<file path="src/rtl/pols_pkg.sv">
// constants, offsets and types of the point-of-load supervisor
package pols_pkg;
	localparam int unsigned CLK_NS = 20;
	localparam int unsigned MS_NS = 1000000;
	localparam int unsigned CYC_PER_MS = MS_NS / CLK_NS;

	localparam logic [7:0] A_CTRL = 8'h00;
	localparam logic [7:0] A_VSET = 8'h01;
	localparam logic [7:0] A_OV_PCT = 8'h02;
	localparam logic [7:0] A_UV_PCT = 8'h03;
	localparam logic [7:0] A_PGON_PCT = 8'h04;
	localparam logic [7:0] A_PGOFF_PCT = 8'h05;
	localparam logic [7:0] A_FAULT_CFG = 8'h06;
	localparam logic [7:0] A_PG_DLY = 8'h07;
	localparam logic [7:0] A_RS_DLY = 8'h08;
	localparam logic [7:0] A_OC_DLY = 8'h09;
	localparam logic [7:0] A_FREQ = 8'h0a;
	localparam logic [7:0] A_PHASE = 8'h0b;
	localparam logic [7:0] A_MEMBER = 8'h0c;
	localparam logic [7:0] A_STATUS = 8'h0d;
	localparam logic [7:0] A_VMAX = 8'h0e;

	localparam int unsigned C_RAIL_EN = 0;
	localparam int unsigned C_TUNE_EN = 1;
	localparam int unsigned C_PG_PUSHPULL = 2;
	localparam int unsigned C_PG_AFTER_TUNE = 3;
	localparam int unsigned C_SYNC_LO = 4;
	localparam int unsigned C_DROP = 6;
	localparam logic [6:0] CTRL_RST = 7'h08;

	localparam logic [1:0] SYNC_INT = 2'h0;
	localparam logic [1:0] SYNC_IN = 2'h1;
	localparam logic [1:0] SYNC_OUT = 2'h2;

	localparam logic [2:0] OC_IMM = 3'h0;
	localparam logic [2:0] OC_ENDLESS = 3'h1;
	localparam logic [2:0] OC_COUNT = 3'h2;
	localparam logic [2:0] OC_DELAYED = 3'h3;
	localparam logic [2:0] OC_RIDE = 3'h4;
	localparam logic [7:0] FCFG_RST = 8'h00;

	localparam logic [7:0] OV_PCT_RST = 8'h73;
	localparam logic [7:0] UV_PCT_RST = 8'h55;
	localparam logic [7:0] PGON_PCT_RST = 8'h5a;
	localparam logic [7:0] PGOFF_PCT_RST = 8'h55;
	localparam logic [7:0] VMAX_PCT = 8'h6e;
	localparam logic [7:0] PG_DLY_RST = 8'h0a;
	localparam logic [7:0] RS_DLY_RST = 8'h0a;
	localparam logic [7:0] OC_DLY_RST = 8'h0a;

	localparam logic [9:0] FREQ_RST = 10'h140;
	localparam logic [9:0] FREQ_MIN = 10'h0c8;
	localparam logic [9:0] FREQ_MAX = 10'h280;
	localparam logic [2:0] MEMBER_MAX = 3'h6;

	// upper edges of the setpoint bins and the cap allowed per bin, in mV
	localparam logic [12:0] BIN_EDGE [0:4] = '{13'h3dc, 13'h567, 13'h7b7,
		13'h95e, 13'hb93};
	localparam logic [12:0] BIN_CAP [0:5] = '{13'h4b0, 13'h6a4, 13'h9c4,
		13'hb9a, 13'he60, 13'h122a};

	typedef enum logic [2:0] {
		ST_OFF = 3'h0,
		ST_RUN = 3'h1,
		ST_SHUT = 3'h3,
		ST_RWAIT = 3'h2,
		ST_CROW = 3'h5,
		ST_LATCH = 3'h7
	} pols_st_t;
endpackage

</file>
<file path="src/rtl/pols_supervisor.sv">
// output supervisor: setpoint limits, faults, regulation flag, sync, rail
// Behaviour
// - enabled setpoint capped by enable-time bin
// - disabled: only strap maximum limits setpoint
// - setpoint clamped to 110% strap nominal
// - over-voltage flagged above limit, default 115%
// - over-voltage: shutdown with retries or crowbar
// - default crowbar, recheck, re-enable when gone
// - external sync forces shutdown response
// - under-voltage flagged below limit, default 85%
// - regulation flag only in tolerance, no fault
// - regulation pin open-drain default, push-pull option
// - assert above 90%, release below 85%
// - programmable assertion delay, default 10 ms
// - with tuning, assert when tuning completes
// - frequency 320 kHz default, 200 to 640
// - internal clock default; one sync master
// - sixteen configurable phase positions
// - at most seven rail members
// - members active until regulation; drop afterwards
// - lowest active member becomes reference
// - phase recomputed on active count change
// - shut-down rail members restart together; crowbar does not wait
// - five selectable over-current responses
// - default over-current: shut down, re-enable
`timescale 1ns/10ps
`default_nettype none
module pols_supervisor #(
	parameter int unsigned CYC_MS = pols_pkg::CYC_PER_MS
) (
	input wire logic clk,
	input wire logic nrst,
	input wire logic [7:0] addr,
	input wire logic [15:0] wdata,
	input wire logic wr,
	input wire logic rd,
	output logic [15:0] rdata,
	input wire logic output_enable,
	input wire logic [12:0] setpoint_resistor,
	input wire logic [12:0] vout_mv,
	input wire logic oc_detect,
	input wire logic tuning_done,
	input wire logic sw_clk_int,
	output logic sw_clk,
	output logic high_side_en,
	output logic low_side_en,
	output logic output_in_regulation_o,
	output logic output_in_regulation_oe_n,
	input wire logic sync_i,
	output logic sync_o,
	output logic sync_oe_n,
	output logic [9:0] freq_khz,
	output logic [3:0] phase_pos,
	output logic is_reference,
	input wire logic [6:0] gbus_active_in,
	output logic gbus_active_out,
	input wire logic gbus_fault_in,
	output logic gbus_fault_out
);
	localparam logic [15:0] MS_LAST = 16'(CYC_MS - 1);

	typedef struct packed {
		logic [15:0] ms_cnt;
		pols_pkg::pols_st_t st;
		logic strap_done;
		logic [12:0] vnom;
		logic [12:0] vset;
		logic [12:0] cap;
		logic [6:0] ctrl;
		logic [7:0] ov_pct;
		logic [7:0] uv_pct;
		logic [7:0] pgon_pct;
		logic [7:0] pgoff_pct;
		logic [7:0] fcfg;
		logic [7:0] pg_dly;
		logic [7:0] rs_dly;
		logic [7:0] oc_dly;
		logic [9:0] freq;
		logic [3:0] phase_cfg;
		logic [2:0] member;
		logic lim;
		logic dly_en;
		logic [3:0] retry;
		logic [7:0] dly_cnt;
		logic pg;
		logic [7:0] pg_cnt;
		logic pg_seen;
		logic dropped;
		logic [2:0] act_cnt;
		logic [3:0] phase;
		logic [15:0] rdata;
	} pols_sup_t;

	pols_sup_t s_q;
	pols_sup_t s_d;
	logic [14:0] ov_thr;
	logic [14:0] uv_thr;
	logic [14:0] pgon_thr;
	logic [14:0] pgoff_thr;
	logic [14:0] vmax_thr;
	logic ms_tick;
	logic ext_sync;
	logic ov;
	logic uv;
	logic oc;
	logic in_band;
	logic pg_cond;
	logic self_act;
	logic [6:0] act_mask;
	logic [2:0] order;
	logic [2:0] cnt;
	logic ref_hit;
	logic [14:0] lim_v;
	logic [14:0] wv;
	logic [15:0] status;

	function automatic logic [12:0] bin_cap(input logic [12:0] v);
		logic [12:0] c;
		c = pols_pkg::BIN_CAP[5];
		for (int i = 4; i >= 0; i--) begin
			if (v <= pols_pkg::BIN_EDGE[i]) begin
				c = pols_pkg::BIN_CAP[i];
			end
		end
		return c;
	endfunction

	function automatic logic [2:0] pop_below(input logic [6:0] m,
		input logic [2:0] lim);
		logic [2:0] n;
		n = 3'h0;
		for (int i = 0; i < 7; i++) begin
			if (m[i] && (3'(i) < lim)) begin
				n = n + 3'h1;
			end
		end
		return n;
	endfunction

	// thresholds track the active setpoint; the ceiling tracks the strap
	pols_scale u_ov (.clk(clk), .nrst(nrst), .nom(s_q.vset),
		.pct(s_q.ov_pct), .thr(ov_thr));
	pols_scale u_uv (.clk(clk), .nrst(nrst), .nom(s_q.vset),
		.pct(s_q.uv_pct), .thr(uv_thr));
	pols_scale u_pgon (.clk(clk), .nrst(nrst), .nom(s_q.vset),
		.pct(s_q.pgon_pct), .thr(pgon_thr));
	pols_scale u_pgoff (.clk(clk), .nrst(nrst), .nom(s_q.vset),
		.pct(s_q.pgoff_pct), .thr(pgoff_thr));
	pols_scale u_vmax (.clk(clk), .nrst(nrst), .nom(s_q.vnom),
		.pct(pols_pkg::VMAX_PCT), .thr(vmax_thr));

	always_comb begin
		ms_tick = (s_q.ms_cnt == MS_LAST);
		ext_sync = (s_q.ctrl[5:4] == pols_pkg::SYNC_IN);
		ov = ({2'h0, vout_mv} > ov_thr);
		uv = (s_q.st == pols_pkg::ST_RUN) && ({2'h0, vout_mv} < uv_thr);
		oc = oc_detect;
		in_band = s_q.pg ? ({2'h0, vout_mv} >= pgoff_thr)
			: ({2'h0, vout_mv} > pgon_thr);
		pg_cond = in_band && (s_q.st == pols_pkg::ST_RUN) && !ov && !uv
			&& !oc && !s_q.dropped;
		self_act = s_q.ctrl[pols_pkg::C_RAIL_EN] && !s_q.dropped;
		act_mask = gbus_active_in | (7'(self_act) << s_q.member);
		order = pop_below(act_mask, s_q.member);
		cnt = pop_below(act_mask, 3'h7);
		ref_hit = self_act && (order == 3'h0);
		lim_v = vmax_thr;
		if ((s_q.st != pols_pkg::ST_OFF) && ({2'h0, s_q.cap} < lim_v)) begin
			lim_v = {2'h0, s_q.cap};
		end
		wv = {2'h0, wdata[12:0]};
		status = {3'h0, s_q.st, s_q.phase, ref_hit, s_q.dropped, oc, uv,
			ov, s_q.pg};

		s_d = s_q;
		s_d.rdata = 16'h0000;
		s_d.ms_cnt = ms_tick ? 16'h0000 : s_q.ms_cnt + 16'h0001;
		if (!s_q.strap_done) begin
			s_d.strap_done = 1'b1;
			s_d.vnom = setpoint_resistor;
			s_d.vset = setpoint_resistor;
		end

		if (wr) begin
			unique case (addr)
				pols_pkg::A_CTRL: s_d.ctrl = wdata[6:0];
				pols_pkg::A_VSET: s_d.vset = (wv > lim_v) ? lim_v[12:0] : wdata[12:0];
				pols_pkg::A_OV_PCT: s_d.ov_pct = wdata[7:0];
				pols_pkg::A_UV_PCT: s_d.uv_pct = wdata[7:0];
				pols_pkg::A_PGON_PCT: s_d.pgon_pct = wdata[7:0];
				pols_pkg::A_PGOFF_PCT: s_d.pgoff_pct = wdata[7:0];
				pols_pkg::A_FAULT_CFG: s_d.fcfg = wdata[7:0];
				pols_pkg::A_PG_DLY: s_d.pg_dly = wdata[7:0];
				pols_pkg::A_RS_DLY: s_d.rs_dly = wdata[7:0];
				pols_pkg::A_OC_DLY: s_d.oc_dly = wdata[7:0];
				pols_pkg::A_FREQ: begin
					if ((wdata[15:10] == 6'h00) && (wdata[9:0] >= pols_pkg::FREQ_MIN)
						&& (wdata[9:0] <= pols_pkg::FREQ_MAX)) begin
						s_d.freq = wdata[9:0];
					end
				end
				pols_pkg::A_PHASE: s_d.phase_cfg = wdata[3:0];
				pols_pkg::A_MEMBER: begin
					if (wdata[2:0] <= pols_pkg::MEMBER_MAX) begin
						s_d.member = wdata[2:0];
					end
				end
				default: begin
				end
			endcase
		end
		if (rd) begin
			unique case (addr)
				pols_pkg::A_CTRL: s_d.rdata = {9'h000, s_q.ctrl};
				pols_pkg::A_VSET: s_d.rdata = {3'h0, s_q.vset};
				pols_pkg::A_OV_PCT: s_d.rdata = {8'h00, s_q.ov_pct};
				pols_pkg::A_UV_PCT: s_d.rdata = {8'h00, s_q.uv_pct};
				pols_pkg::A_PGON_PCT: s_d.rdata = {8'h00, s_q.pgon_pct};
				pols_pkg::A_PGOFF_PCT: s_d.rdata = {8'h00, s_q.pgoff_pct};
				pols_pkg::A_FAULT_CFG: s_d.rdata = {8'h00, s_q.fcfg};
				pols_pkg::A_PG_DLY: s_d.rdata = {8'h00, s_q.pg_dly};
				pols_pkg::A_RS_DLY: s_d.rdata = {8'h00, s_q.rs_dly};
				pols_pkg::A_OC_DLY: s_d.rdata = {8'h00, s_q.oc_dly};
				pols_pkg::A_FREQ: s_d.rdata = {6'h00, s_q.freq};
				pols_pkg::A_PHASE: s_d.rdata = {12'h000, s_q.phase_cfg};
				pols_pkg::A_MEMBER: s_d.rdata = {13'h0000, s_q.member};
				pols_pkg::A_STATUS: s_d.rdata = status;
				pols_pkg::A_VMAX: s_d.rdata = {1'h0, vmax_thr};
				default: s_d.rdata = 16'h0000;
			endcase
		end

		// output state machine
		unique case (s_q.st)
			pols_pkg::ST_OFF: begin
				s_d.retry = 4'h0;
				if (output_enable && s_q.strap_done) begin
					s_d.st = pols_pkg::ST_RUN;
					s_d.cap = bin_cap(s_q.vset);
				end
			end
			pols_pkg::ST_RUN: begin
				if (ov) begin
					if (!s_q.fcfg[0] && !ext_sync) begin
						s_d.st = pols_pkg::ST_CROW;
					end else begin
						s_d.st = pols_pkg::ST_SHUT;
						s_d.lim = 1'b1;
						s_d.dly_en = 1'b0;
					end
				end else if (oc) begin
					unique case (s_q.fcfg[3:1])
						pols_pkg::OC_ENDLESS, pols_pkg::OC_COUNT: begin
							s_d.st = pols_pkg::ST_SHUT;
							s_d.lim = (s_q.fcfg[3:1] == pols_pkg::OC_COUNT);
							s_d.dly_en = 1'b1;
						end
						pols_pkg::OC_DELAYED: begin
							if (s_q.dly_cnt >= s_q.oc_dly) begin
								s_d.st = pols_pkg::ST_LATCH;
							end else if (ms_tick) begin
								s_d.dly_cnt = s_q.dly_cnt + 8'h01;
							end
						end
						pols_pkg::OC_RIDE: begin
						end
						default: begin
							s_d.st = pols_pkg::ST_SHUT;
							s_d.lim = 1'b0;
							s_d.dly_en = 1'b0;
						end
					endcase
				end else begin
					s_d.dly_cnt = 8'h00;
				end
			end
			pols_pkg::ST_SHUT: begin
				s_d.dly_cnt = 8'h00;
				if (!ov && !oc) begin
					if (s_q.lim && (s_q.retry >= s_q.fcfg[7:4])) begin
						s_d.st = pols_pkg::ST_LATCH;
					end else begin
						s_d.st = pols_pkg::ST_RWAIT;
						if (s_q.retry != 4'hf) begin
							s_d.retry = s_q.retry + 4'h1;
						end
					end
				end
			end
			pols_pkg::ST_RWAIT: begin
				if (!s_q.dly_en || (s_q.dly_cnt >= s_q.rs_dly)) begin
					if (!s_q.ctrl[pols_pkg::C_RAIL_EN] || !gbus_fault_in) begin
						s_d.st = pols_pkg::ST_RUN;
						s_d.dly_cnt = 8'h00;
					end
				end else if (ms_tick) begin
					s_d.dly_cnt = s_q.dly_cnt + 8'h01;
				end
			end
			pols_pkg::ST_CROW: begin
				if (!ov) begin
					s_d.st = pols_pkg::ST_RUN;
				end
			end
			pols_pkg::ST_LATCH: begin
			end
			default: s_d.st = pols_pkg::ST_OFF;
		endcase
		if (!output_enable) begin
			s_d.st = pols_pkg::ST_OFF;
			s_d.dly_cnt = 8'h00;
		end

		// regulation flag with delay or tuning handshake
		if (!pg_cond) begin
			s_d.pg = 1'b0;
			s_d.pg_cnt = 8'h00;
		end else if (!s_q.pg) begin
			if (s_q.ctrl[pols_pkg::C_TUNE_EN]
				&& s_q.ctrl[pols_pkg::C_PG_AFTER_TUNE]) begin
				s_d.pg = tuning_done;
			end else if (s_q.pg_cnt >= s_q.pg_dly) begin
				s_d.pg = 1'b1;
			end else if (ms_tick) begin
				s_d.pg_cnt = s_q.pg_cnt + 8'h01;
			end
		end

		// rail membership and phase order
		if (s_q.st == pols_pkg::ST_OFF) begin
			s_d.pg_seen = 1'b0;
			s_d.dropped = 1'b0;
		end else begin
			if (s_q.pg) begin
				s_d.pg_seen = 1'b1;
			end
			s_d.dropped = s_q.ctrl[pols_pkg::C_DROP] && s_q.pg_seen
				&& s_q.ctrl[pols_pkg::C_RAIL_EN];
		end
		s_d.act_cnt = cnt;
		if (!s_q.ctrl[pols_pkg::C_RAIL_EN]) begin
			s_d.phase = s_q.phase_cfg;
		end else if (cnt != s_q.act_cnt) begin
			s_d.phase = {1'b0, order};
		end
	end

	always_ff @(posedge clk or negedge nrst) begin
		if (!nrst) begin
			s_q <= '0;
			s_q.st <= pols_pkg::ST_OFF;
			s_q.ctrl <= pols_pkg::CTRL_RST;
			s_q.ov_pct <= pols_pkg::OV_PCT_RST;
			s_q.uv_pct <= pols_pkg::UV_PCT_RST;
			s_q.pgon_pct <= pols_pkg::PGON_PCT_RST;
			s_q.pgoff_pct <= pols_pkg::PGOFF_PCT_RST;
			s_q.fcfg <= pols_pkg::FCFG_RST;
			s_q.pg_dly <= pols_pkg::PG_DLY_RST;
			s_q.rs_dly <= pols_pkg::RS_DLY_RST;
			s_q.oc_dly <= pols_pkg::OC_DLY_RST;
			s_q.freq <= pols_pkg::FREQ_RST;
		end else begin
			s_q <= s_d;
		end
	end

	assign rdata = s_q.rdata;
	assign high_side_en = (s_q.st == pols_pkg::ST_RUN) && !s_q.dropped;
	assign low_side_en = (s_q.st == pols_pkg::ST_CROW);
	assign output_in_regulation_o = s_q.ctrl[pols_pkg::C_PG_PUSHPULL]
		&& s_q.pg;
	assign output_in_regulation_oe_n = !s_q.ctrl[pols_pkg::C_PG_PUSHPULL]
		&& s_q.pg;
	// sync_o reaches the shared pin only while sync mode selects output
	assign sw_clk = ext_sync ? sync_i : sw_clk_int;
	assign sync_o = sw_clk_int;
	assign sync_oe_n = (s_q.ctrl[5:4] != pols_pkg::SYNC_OUT);
	assign freq_khz = s_q.freq;
	assign phase_pos = s_q.phase;
	assign is_reference = ref_hit;
	assign gbus_active_out = self_act;
	assign gbus_fault_out = (s_q.st == pols_pkg::ST_SHUT)
		|| (s_q.st == pols_pkg::ST_CROW);

	AST_CAP_EN: assert property (@(posedge clk) disable iff (!nrst)
		(wr && addr == pols_pkg::A_VSET && s_q.st == pols_pkg::ST_RUN
		&& $stable(s_q.cap)) |=> (s_q.vset <= s_q.cap))
		else $error("setpoint above enabled cap");
	AST_OFF_FREE: assert property (@(posedge clk) disable iff (!nrst)
		(wr && addr == pols_pkg::A_VSET && s_q.st == pols_pkg::ST_OFF
		&& wdata[15:13] == 3'h0 && {2'h0, wdata[12:0]} <= vmax_thr)
		|=> (s_q.vset == $past(wdata[12:0])))
		else $error("disabled setpoint write not taken");
	AST_VMAX: assert property (@(posedge clk) disable iff (!nrst)
		(wr && addr == pols_pkg::A_VSET && $stable(vmax_thr))
		|=> ({2'h0, s_q.vset} <= vmax_thr))
		else $error("setpoint above strap maximum");
	AST_CROW: assert property (@(posedge clk) disable iff (!nrst)
		(s_q.st == pols_pkg::ST_CROW) |-> (low_side_en && !high_side_en))
		else $error("crowbar switch state wrong");
	AST_EXT_SYNC: assert property (@(posedge clk) disable iff (!nrst)
		(s_q.st == pols_pkg::ST_RUN && ov && ext_sync && output_enable)
		|=> (s_q.st == pols_pkg::ST_SHUT))
		else $error("external sync over-voltage not shut down");
	AST_PG_FAULT: assert property (@(posedge clk) disable iff (!nrst)
		s_q.pg |-> ($past(s_q.st) == pols_pkg::ST_RUN && !$past(ov)))
		else $error("regulation flag during fault");
	AST_PG_OD: assert property (@(posedge clk) disable iff (!nrst)
		!s_q.ctrl[pols_pkg::C_PG_PUSHPULL]
		|-> (!output_in_regulation_o && output_in_regulation_oe_n == s_q.pg))
		else $error("open-drain regulation pin misdriven");
	AST_PG_DLY: assert property (@(posedge clk) disable iff (!nrst)
		($rose(s_q.pg) && !$past(s_q.ctrl[pols_pkg::C_TUNE_EN]))
		|-> ($past(s_q.pg_cnt) >= $past(s_q.pg_dly)))
		else $error("regulation flag before delay");
	AST_FREQ: assert property (@(posedge clk) disable iff (!nrst)
		1'b1 |-> (s_q.freq >= pols_pkg::FREQ_MIN
		&& s_q.freq <= pols_pkg::FREQ_MAX))
		else $error("frequency outside range");
	AST_MEMBER: assert property (@(posedge clk) disable iff (!nrst)
		(wr && addr == pols_pkg::A_MEMBER && wdata[2:0] == 3'h7)
		|=> $stable(s_q.member))
		else $error("eighth member position accepted");
	AST_DROP: assert property (@(posedge clk) disable iff (!nrst)
		$rose(s_q.dropped) |-> $past(s_q.pg_seen))
		else $error("member dropped before regulation");
endmodule
`default_nettype wire

</file>
<file path="src/rtl/pols_scale.sv">
// registered percentage of a nominal voltage
`timescale 1ns/10ps
`default_nettype none
module pols_scale (
	input wire logic clk,
	input wire logic nrst,
	input wire logic [12:0] nom,
	input wire logic [7:0] pct,
	output logic [14:0] thr
);
	typedef struct packed {
		logic [14:0] thr;
	} pols_scale_t;

	pols_scale_t s_q;
	pols_scale_t s_d;
	logic [20:0] prod;
	logic [20:0] quo;

	always_comb begin
		prod = 21'(nom) * 21'(pct);
		quo = prod / 21'h000064;
		s_d.thr = quo[14:0];
	end

	always_ff @(posedge clk or negedge nrst) begin
		if (!nrst) begin
			s_q <= '0;
		end else begin
			s_q <= s_d;
		end
	end

	assign thr = s_q.thr;
endmodule
`default_nettype wire

</file>
<file path="config.mk">
export PLATFORM = sky130hd
export DESIGN_NAME = pols_supervisor
export DESIGN_NICKNAME = d
export VERILOG_FILES = /design/src/rtl/pols_pkg.sv /design/src/rtl/pols_supervisor.sv /design/src/rtl/pols_scale.sv
export SDC_FILE = /design/constraint.sdc
export NUM_CORES = 2
export LEC_CHECK = 0
export ABC_AREA = 1
export BUFFER_PORTS_ARGS = -buffer_cell sky130_fd_sc_hd__buf_2
export CORE_ASPECT_RATIO = 0.75
export CORE_MARGIN = 2
export CORE_UTILIZATION = 35
export CTS_CLUSTER_DIAMETER = 80
export DETAILED_ROUTE_END_ITERATION = 10
export SLEW_MARGIN = 20
export SYNTH_ARGS = -nofsm -noshare
export SYNTH_HDL_FRONTEND = slang
export SYNTH_SLANG_ARGS = --single-unit
</file>
<file path="constraint.sdc">
create_clock -name clk -period 11.8 [get_ports clk]
set_input_delay 0.59 -clock clk [delete_from_list [all_inputs] [get_ports clk]]
set_output_delay 0.59 -clock clk [all_outputs]
set_load 0.05 [all_outputs]
</file>
======== Yosys cells after proc, flatten, opt, wreduce, memory -nomap -nowiden ========
Index checks and enable logic that the tools add are counted.
word-level totals
  word-level logic and storage cells ...... 278
  input port bits ......................... 67
  memories kept ........................... 0
  memory bits (writable) .................. 0
  latch bits .............................. 0
  ROM bits ................................ 0
  flip-flop bits (word level) ............. 270
  output and inout bits ................... 40
cells by class
  multiplexer cells ....................... 70
  multipliers ............................. 5
  bitwise operators ....................... 1
  add/sub/neg operators ................... 16
  eq/ne operators ......................... 52
  divide/modulo/power cells ............... 5
  shift operators ......................... 1
  order comparisons ....................... 25
  reduce and logical (&&, ||, !) cells .... 69
operator list
  operator                 count
  $pmux W15 S15            1
  $mux W13                 9
  $div A21 B7 Y21 const B  5
  $mux W8                  11
  $mul A13 B8 Y21          4
  $mux W3                  23
  $eq A8 B4 Y1 const B     7
  $gt A13 B15 Y1           3
  $add A3 B1 Y3 const B    12
  $eq A8 B3 Y1 const B     4
  $lt A13 B15 Y1           2
  $mux W15                 2
  $logic_and A1 B1 Y1      28
  $le A13 B11 Y1 const B   2
  $le A13 B12 Y1 const B   2
  $ge A8 B8 Y1             3
  $pmux W8 S3              1
  $reduce_and A2 Y1        11
  $mux W4                  5
  $ne A2 B2 Y1 const B     10
  $ne A4 B4 Y1 const B     5
  $mul A13 B6 Y19 const B  1
  $mux W9                  2
  $ne A3 B3 Y1 const B     6
  other kinds (45)         85

======== Logic depth before layout (Yosys ltp) ========
  depth after elaboration ................. 22
  gate-level depth with buffers ........... 115
  depth with buffers taken out ............ 108

======== Cells and area by module ========
From an unflattened synthesis, not the netlist that was laid out.
second synthesis, totals
  cells, all modules ...................... 6,819
  area, all modules ....................... 44,756.7 µm²
modules (own cells, without submodules)
  module                  sequential area each (µm²)  instances  cells each  area an instance (µm²)
  pols_supervisor         4,837.1                     1          1,835       13,503.0
  pols_scale at u_uv ...  375.4                       2          1,020       6,309.8
  pols_scale at u_pgon    375.4                       1          999         6,331.1
  pols_scale at u_ov      375.4                       1          981         6,187.2
  pols_scale at u_pgoff   375.4                       1          964         6,115.9

======== Worst setup path before layout ========
No wires, ideal clock.
  kind .................................... flip-flop to flip-flop
  start ................................... register s_q[149] (netlist bit)
  end ..................................... register u_uv.s_q (netlist bit u_uv.thr[0])
  setup time .............................. 0.116 ns
  path buffers ............................ 2
  cell stages (with the launch flop) ...... 90
  slack ................................... -0.262 ns
  data required time ...................... 11.684 ns
  clock period less this slack ............ 12.062 ns
  arrival time ............................ 11.946 ns
  cells stage by stage .................... dfrtp_1 > clkbuf_1 > clkbuf_1 > nand2_1 > fa_1 > fa_1 > inv_1 > fa_1 > fa_1 > ha_1 > a21o_1 > a21oi_1 > o21ai_1 > nand3_1 > nand2_1 > a21oi_1 > o21ai_1 > nand2_1 > (+54 left out) > nand2_1 > nand3_1 > nand2_1 > nand2_1 > nand2_1 > nand2_1 > nor2_1 > nand2_1 > nand2_1 > nand2_1 > nand4_1 > nand2_1 > nand2_1 > nand2_1 > nand2_1 > nand2_1 > nand2_1 > nand2_1
between the ends
  longest elaborated chain between the ends .. 2
RTL lines
  item                    RTL line               source
  start: declaration      pols_supervisor.sv:94  pols_sup_t s_q;
  $mul A13 B8 Y21         pols_scale.sv:21       prod = 21'(nom) * 21'(pct);
  $div A21 B7 Y21         pols_scale.sv:22       quo = prod / 21'h000064;
  net u_uv.quo[0]         pols_scale.sv:18       logic [20:0] quo;
  end signal: assignment  pols_scale.sv:28       s_q <= '0;
  end signal: assignment  pols_scale.sv:30       s_q <= s_d;
  end: declaration        pols_scale.sv:15       pols_scale_t s_q;
The timed path passes the listed nets, and every way through them passes these cells.
A chain may end at the register's enable or synchronous reset.

======== Final worst setup path ========
  start ................................... register s_q[169] (netlist bit)
  end ..................................... register u_vmax.s_q (netlist bit u_vmax.thr[0])
between the ends
  longest elaborated chain between the ends .. 2
RTL lines
  item                    RTL line
  $mul A13 B6 Y19         pols_scale.sv:21
  $div A21 B7 Y21         pols_scale.sv:22
  net u_vmax.quo[0]       pols_scale.sv:18
  end signal: assignment  pols_scale.sv:28
  end signal: assignment  pols_scale.sv:30
  end: declaration        pols_scale.sv:15
The timed path passes the listed nets, and every way through them passes these cells.

==> out/results.tsv <==
stage	metric	value	unit
placed_design	place_inst	9061	
route	vias	45700	
final_layout	area_delta_synth_final	40.9	%
clocking	clk_pin_slew	60	ps
logic_synthesis	synthFlopType	dfrtp_1	
logic_synthesis	syn-cell-area	42400	um^2
timing	clock.fmax	81.0	MHz
timing	slew_headroom	0.250	
clocking	cts_max_level	2	
timing	period_needed	12350	ps
critical_path	cp_slowest_stage_delay	600	ps
timing	rsz0062_at_grt	true	
final_layout	final_cells	9420	
logic_synthesis	yosysUniqueCellTypes	77	
route	firstDrtPassIters	6	
global_route	first_global_vias	44000	
timing	worst_pin_slew	1120	ps
clocking	clockBufferDepth	3	
critical_path	r2r_slack	-550	ps
status	status	complete, but fails checks	
logic_synthesis	synth_async_sr_flop_share	1.00	
critical_path	cp_data_required_time	12270	ps
logic_synthesis	synth.area.top_cells	nand2_1, dfrtp_1, fa_1	
critical_path	critPathLaunchType	flop	
die	boundaryPins	107	
die	die-height	305	um
critical_path	endpoint_kind	flop	
global_route	grt_max_degree	151	
route	drt_iter0_drc	3129	
die	start_util	0.353	
logic_synthesis	synth.yosys.seq_area_share	0.157	
timing	period_share	1.05	
final_layout	final_nets	8457	
critical_path	worstRegToRegCells	97	
final_layout	final_common_cell	nand2_1	
critical_path	critPathKind	flop to flop	
logic_synthesis	synth_top_area_frac	0.172	
timing	hold_viol	0	
global_route	grt_usage	0.213	
critical_path	cp_slowest_cell	fa_1	
timing	finClkSkew	51.5	ps
job	maxCapViolCount	0	
placed_design	place_congestion	0.935	
die	die-area	124000	um^2
logic_synthesis	yosys_warnings	0	
die	die_w	406	um
critical_path	crit_start	s_q[169]$_DFFE_PN0N_	
final_layout	final_cell_mix	nand2_1, inv_1, buf_4, nand2_2, nand3_1	
timing	slew_viol_final	0	
die	coreArea	120000	um^2
route	ant_nets	0	
final_layout	final_core_util	0.497	
global_route	overflow	0	
global_route	antenna_found_initial	2	
final_layout	drive_above_1_share	0.324	
critical_path	crit_top_cell	nand2_1	
critical_path	r2r_start	s_q[169]$_DFFE_PN0N_	
placed_design	port-buffer-count	104	
critical_path	cp_max_fo	9	
logic_synthesis	syn_inst	6468	
route	wirelength	140	mm
clocking	clkSinkCount	265	
critical_path	r2r-end	u_vmax.thr[0]$_DFF_PN0_	
route	drc	0	
placed_design	hpwl	105	mm
route	routed_via_density	4.85	
worst_hold_path	hold_class	input port to asynchronous set/reset pin	
logic_synthesis	postSynthAreaPerCell	6.55	um^2
route	avgRoutedWirePerCell	14.9	um
final_layout	multi_input_area	33500	um^2
status	violations	negative setup slack	
final_layout	nFillCells	11500	
clocking	cts_tree	yes	
timing	fin_ws	-552	ps
final_layout	regArea	6690	um^2
logic_synthesis	yosysTopAreaCell	nand2_1	
timing	setup_viol	9	
clocking	clock_latency	600	ps
clocking	clock-root-buffer	clkbuf_16	
clocking	numCtsBuffers	35	
logic_synthesis	synth_seq_cells	265	
die	rows	110	
critical_path	cp.arrival	12820	ps
logic_synthesis	synth_edf_count	0	
global_route	grt_pass1_wl	219	mm
==> timing repair <==
| item | 4_1_cts | 5_1_grt |
|---|---|---|
| resized for setup | 297 | 824 |
| pin swaps | 156 | 486 |
| hold buffers | 0 | 0 |
| endpoints found under the setup margin | 15 | 21 |
| cloned | 7 | 9 |
| buffers inserted | 110 | 176 |
==> cell usage after synthesis (12+ instances only) <==
cell type  instances
nand4_1          137
nor3_1            48
dfstp_2           26
inv_1           1342
a31oi_1           41
nand2_4           21
buf_4             34
o21a_1            15
inv_2             32
nor4_1            21
nand2_2           74
nor2_1           361
nand3_1          395
nor2_4            18
fa_1             295
clkbuf_1         110
xor2_1           138
xnor2_1           66
nand2_1         1937
a21oi_1          185
or2_2             20
nand3_2           15
o21ai_0          289
dfrtp_1          239
o21ai_1           15
a221oi_1          15
nand3b_1          18
buf_6             12
o211ai_1          20
nor2_2            14
o22ai_1           20
ha_1             326
==> metal layers <==
metal / up-vias / share of wire / global-route usage
met5: - / 0.000093 / 0
met4: 2 / 0.023 / 0.0451
met3: 212 / 0.052 / 0.0225
met2: 1049 / 0.48 / 0.358
met1: 21700 / 0.45 / 0.296
li1: 22700 / - / -
==> cells by family after synthesis <==
logic type | count (synthesis) | share of synthesized area
mux | 5 | 0.00133
flops | 265 | 0.157
fa+ha+maj | 621 | 0.236
buf+inv | 1554 | 0.144
xor+xnor | 206 | 0.0429
other cells | 2 | 0.000177
compound gates | 703 | 0.0965
simple gates | 3112 | 0.322
==> worst max-delay path: cells and delay by family, from the launching register on <==
kind,cells,cell delay [ps]
adder cells (fa/ha/maj),4,1850
buffers and inverters,19,2130
AND/OR/NAND/NOR,69,6990
flip-flops,1,370
AO/OA/AOI/OAI,5,850
==> stage by stage <==
stage | TNS, ps | setup WS, ps | area [um^2] | hold slack, ps
final | -1930 | -552 | 59700 | 87.5
after detailed placement | -9560 | -1040 | 52000 | 458
after floorplan | -12.4 | -12.4 | 42400 | 294
after CTS | -787 | -386 | 55200 | 112
after global routing | -12170 | -1430 | 59700 | 158
after global placement | -5990 | -734 | 52000 | 450
==> registers in the layout, indices dropped and copies added (netlist names) <==
register / flops
u_vmax.thr: 14
freq_khz: 10
u_ov.thr: 15
u_pgoff.thr: 15
phase_pos: 4
u_uv.thr: 15
rdata: 14
s_q: 163
u_pgon.thr: 15
==> cell type report <==
class                   instances  share of cell area
diodes                          1           0.0000419
clock buffers                  41              0.0154
clock inverters                22             0.00369
inverters                    1380              0.0870
multi-input cells            4659               0.561
flip-flops and latches        265               0.112
well taps                    1624              0.0340
repair buffers               1428               0.186
==> worst max path at each step <==
| stage | depth (start not counted) | slack, ps | to |
|---|---|---|---|
| 4_1_cts | 94 | -390 | u_vmax.thr[0]$_DFF_PN0_ |
| 3_5_place_dp | 86 | -1040 | u_uv.thr[0]$_DFF_PN0_ |
| 2_1_floorplan | 87 | -10 | u_uv.thr[0]$_DFF_PN0_ |
| 5_1_grt | 99 | -1430 | u_vmax.thr[0]$_DFF_PN0_ |
| 6_report | 97 | -550 | u_vmax.thr[0]$_DFF_PN0_ |
| 3_3_place_gp | 93 | -730 | u_pgoff.thr[0]$_DFF_PN0_ |
Power is left out: the tool's default activity adds up to more than one toggle a clock period on the data nets, which glitch-free logic cannot reach.
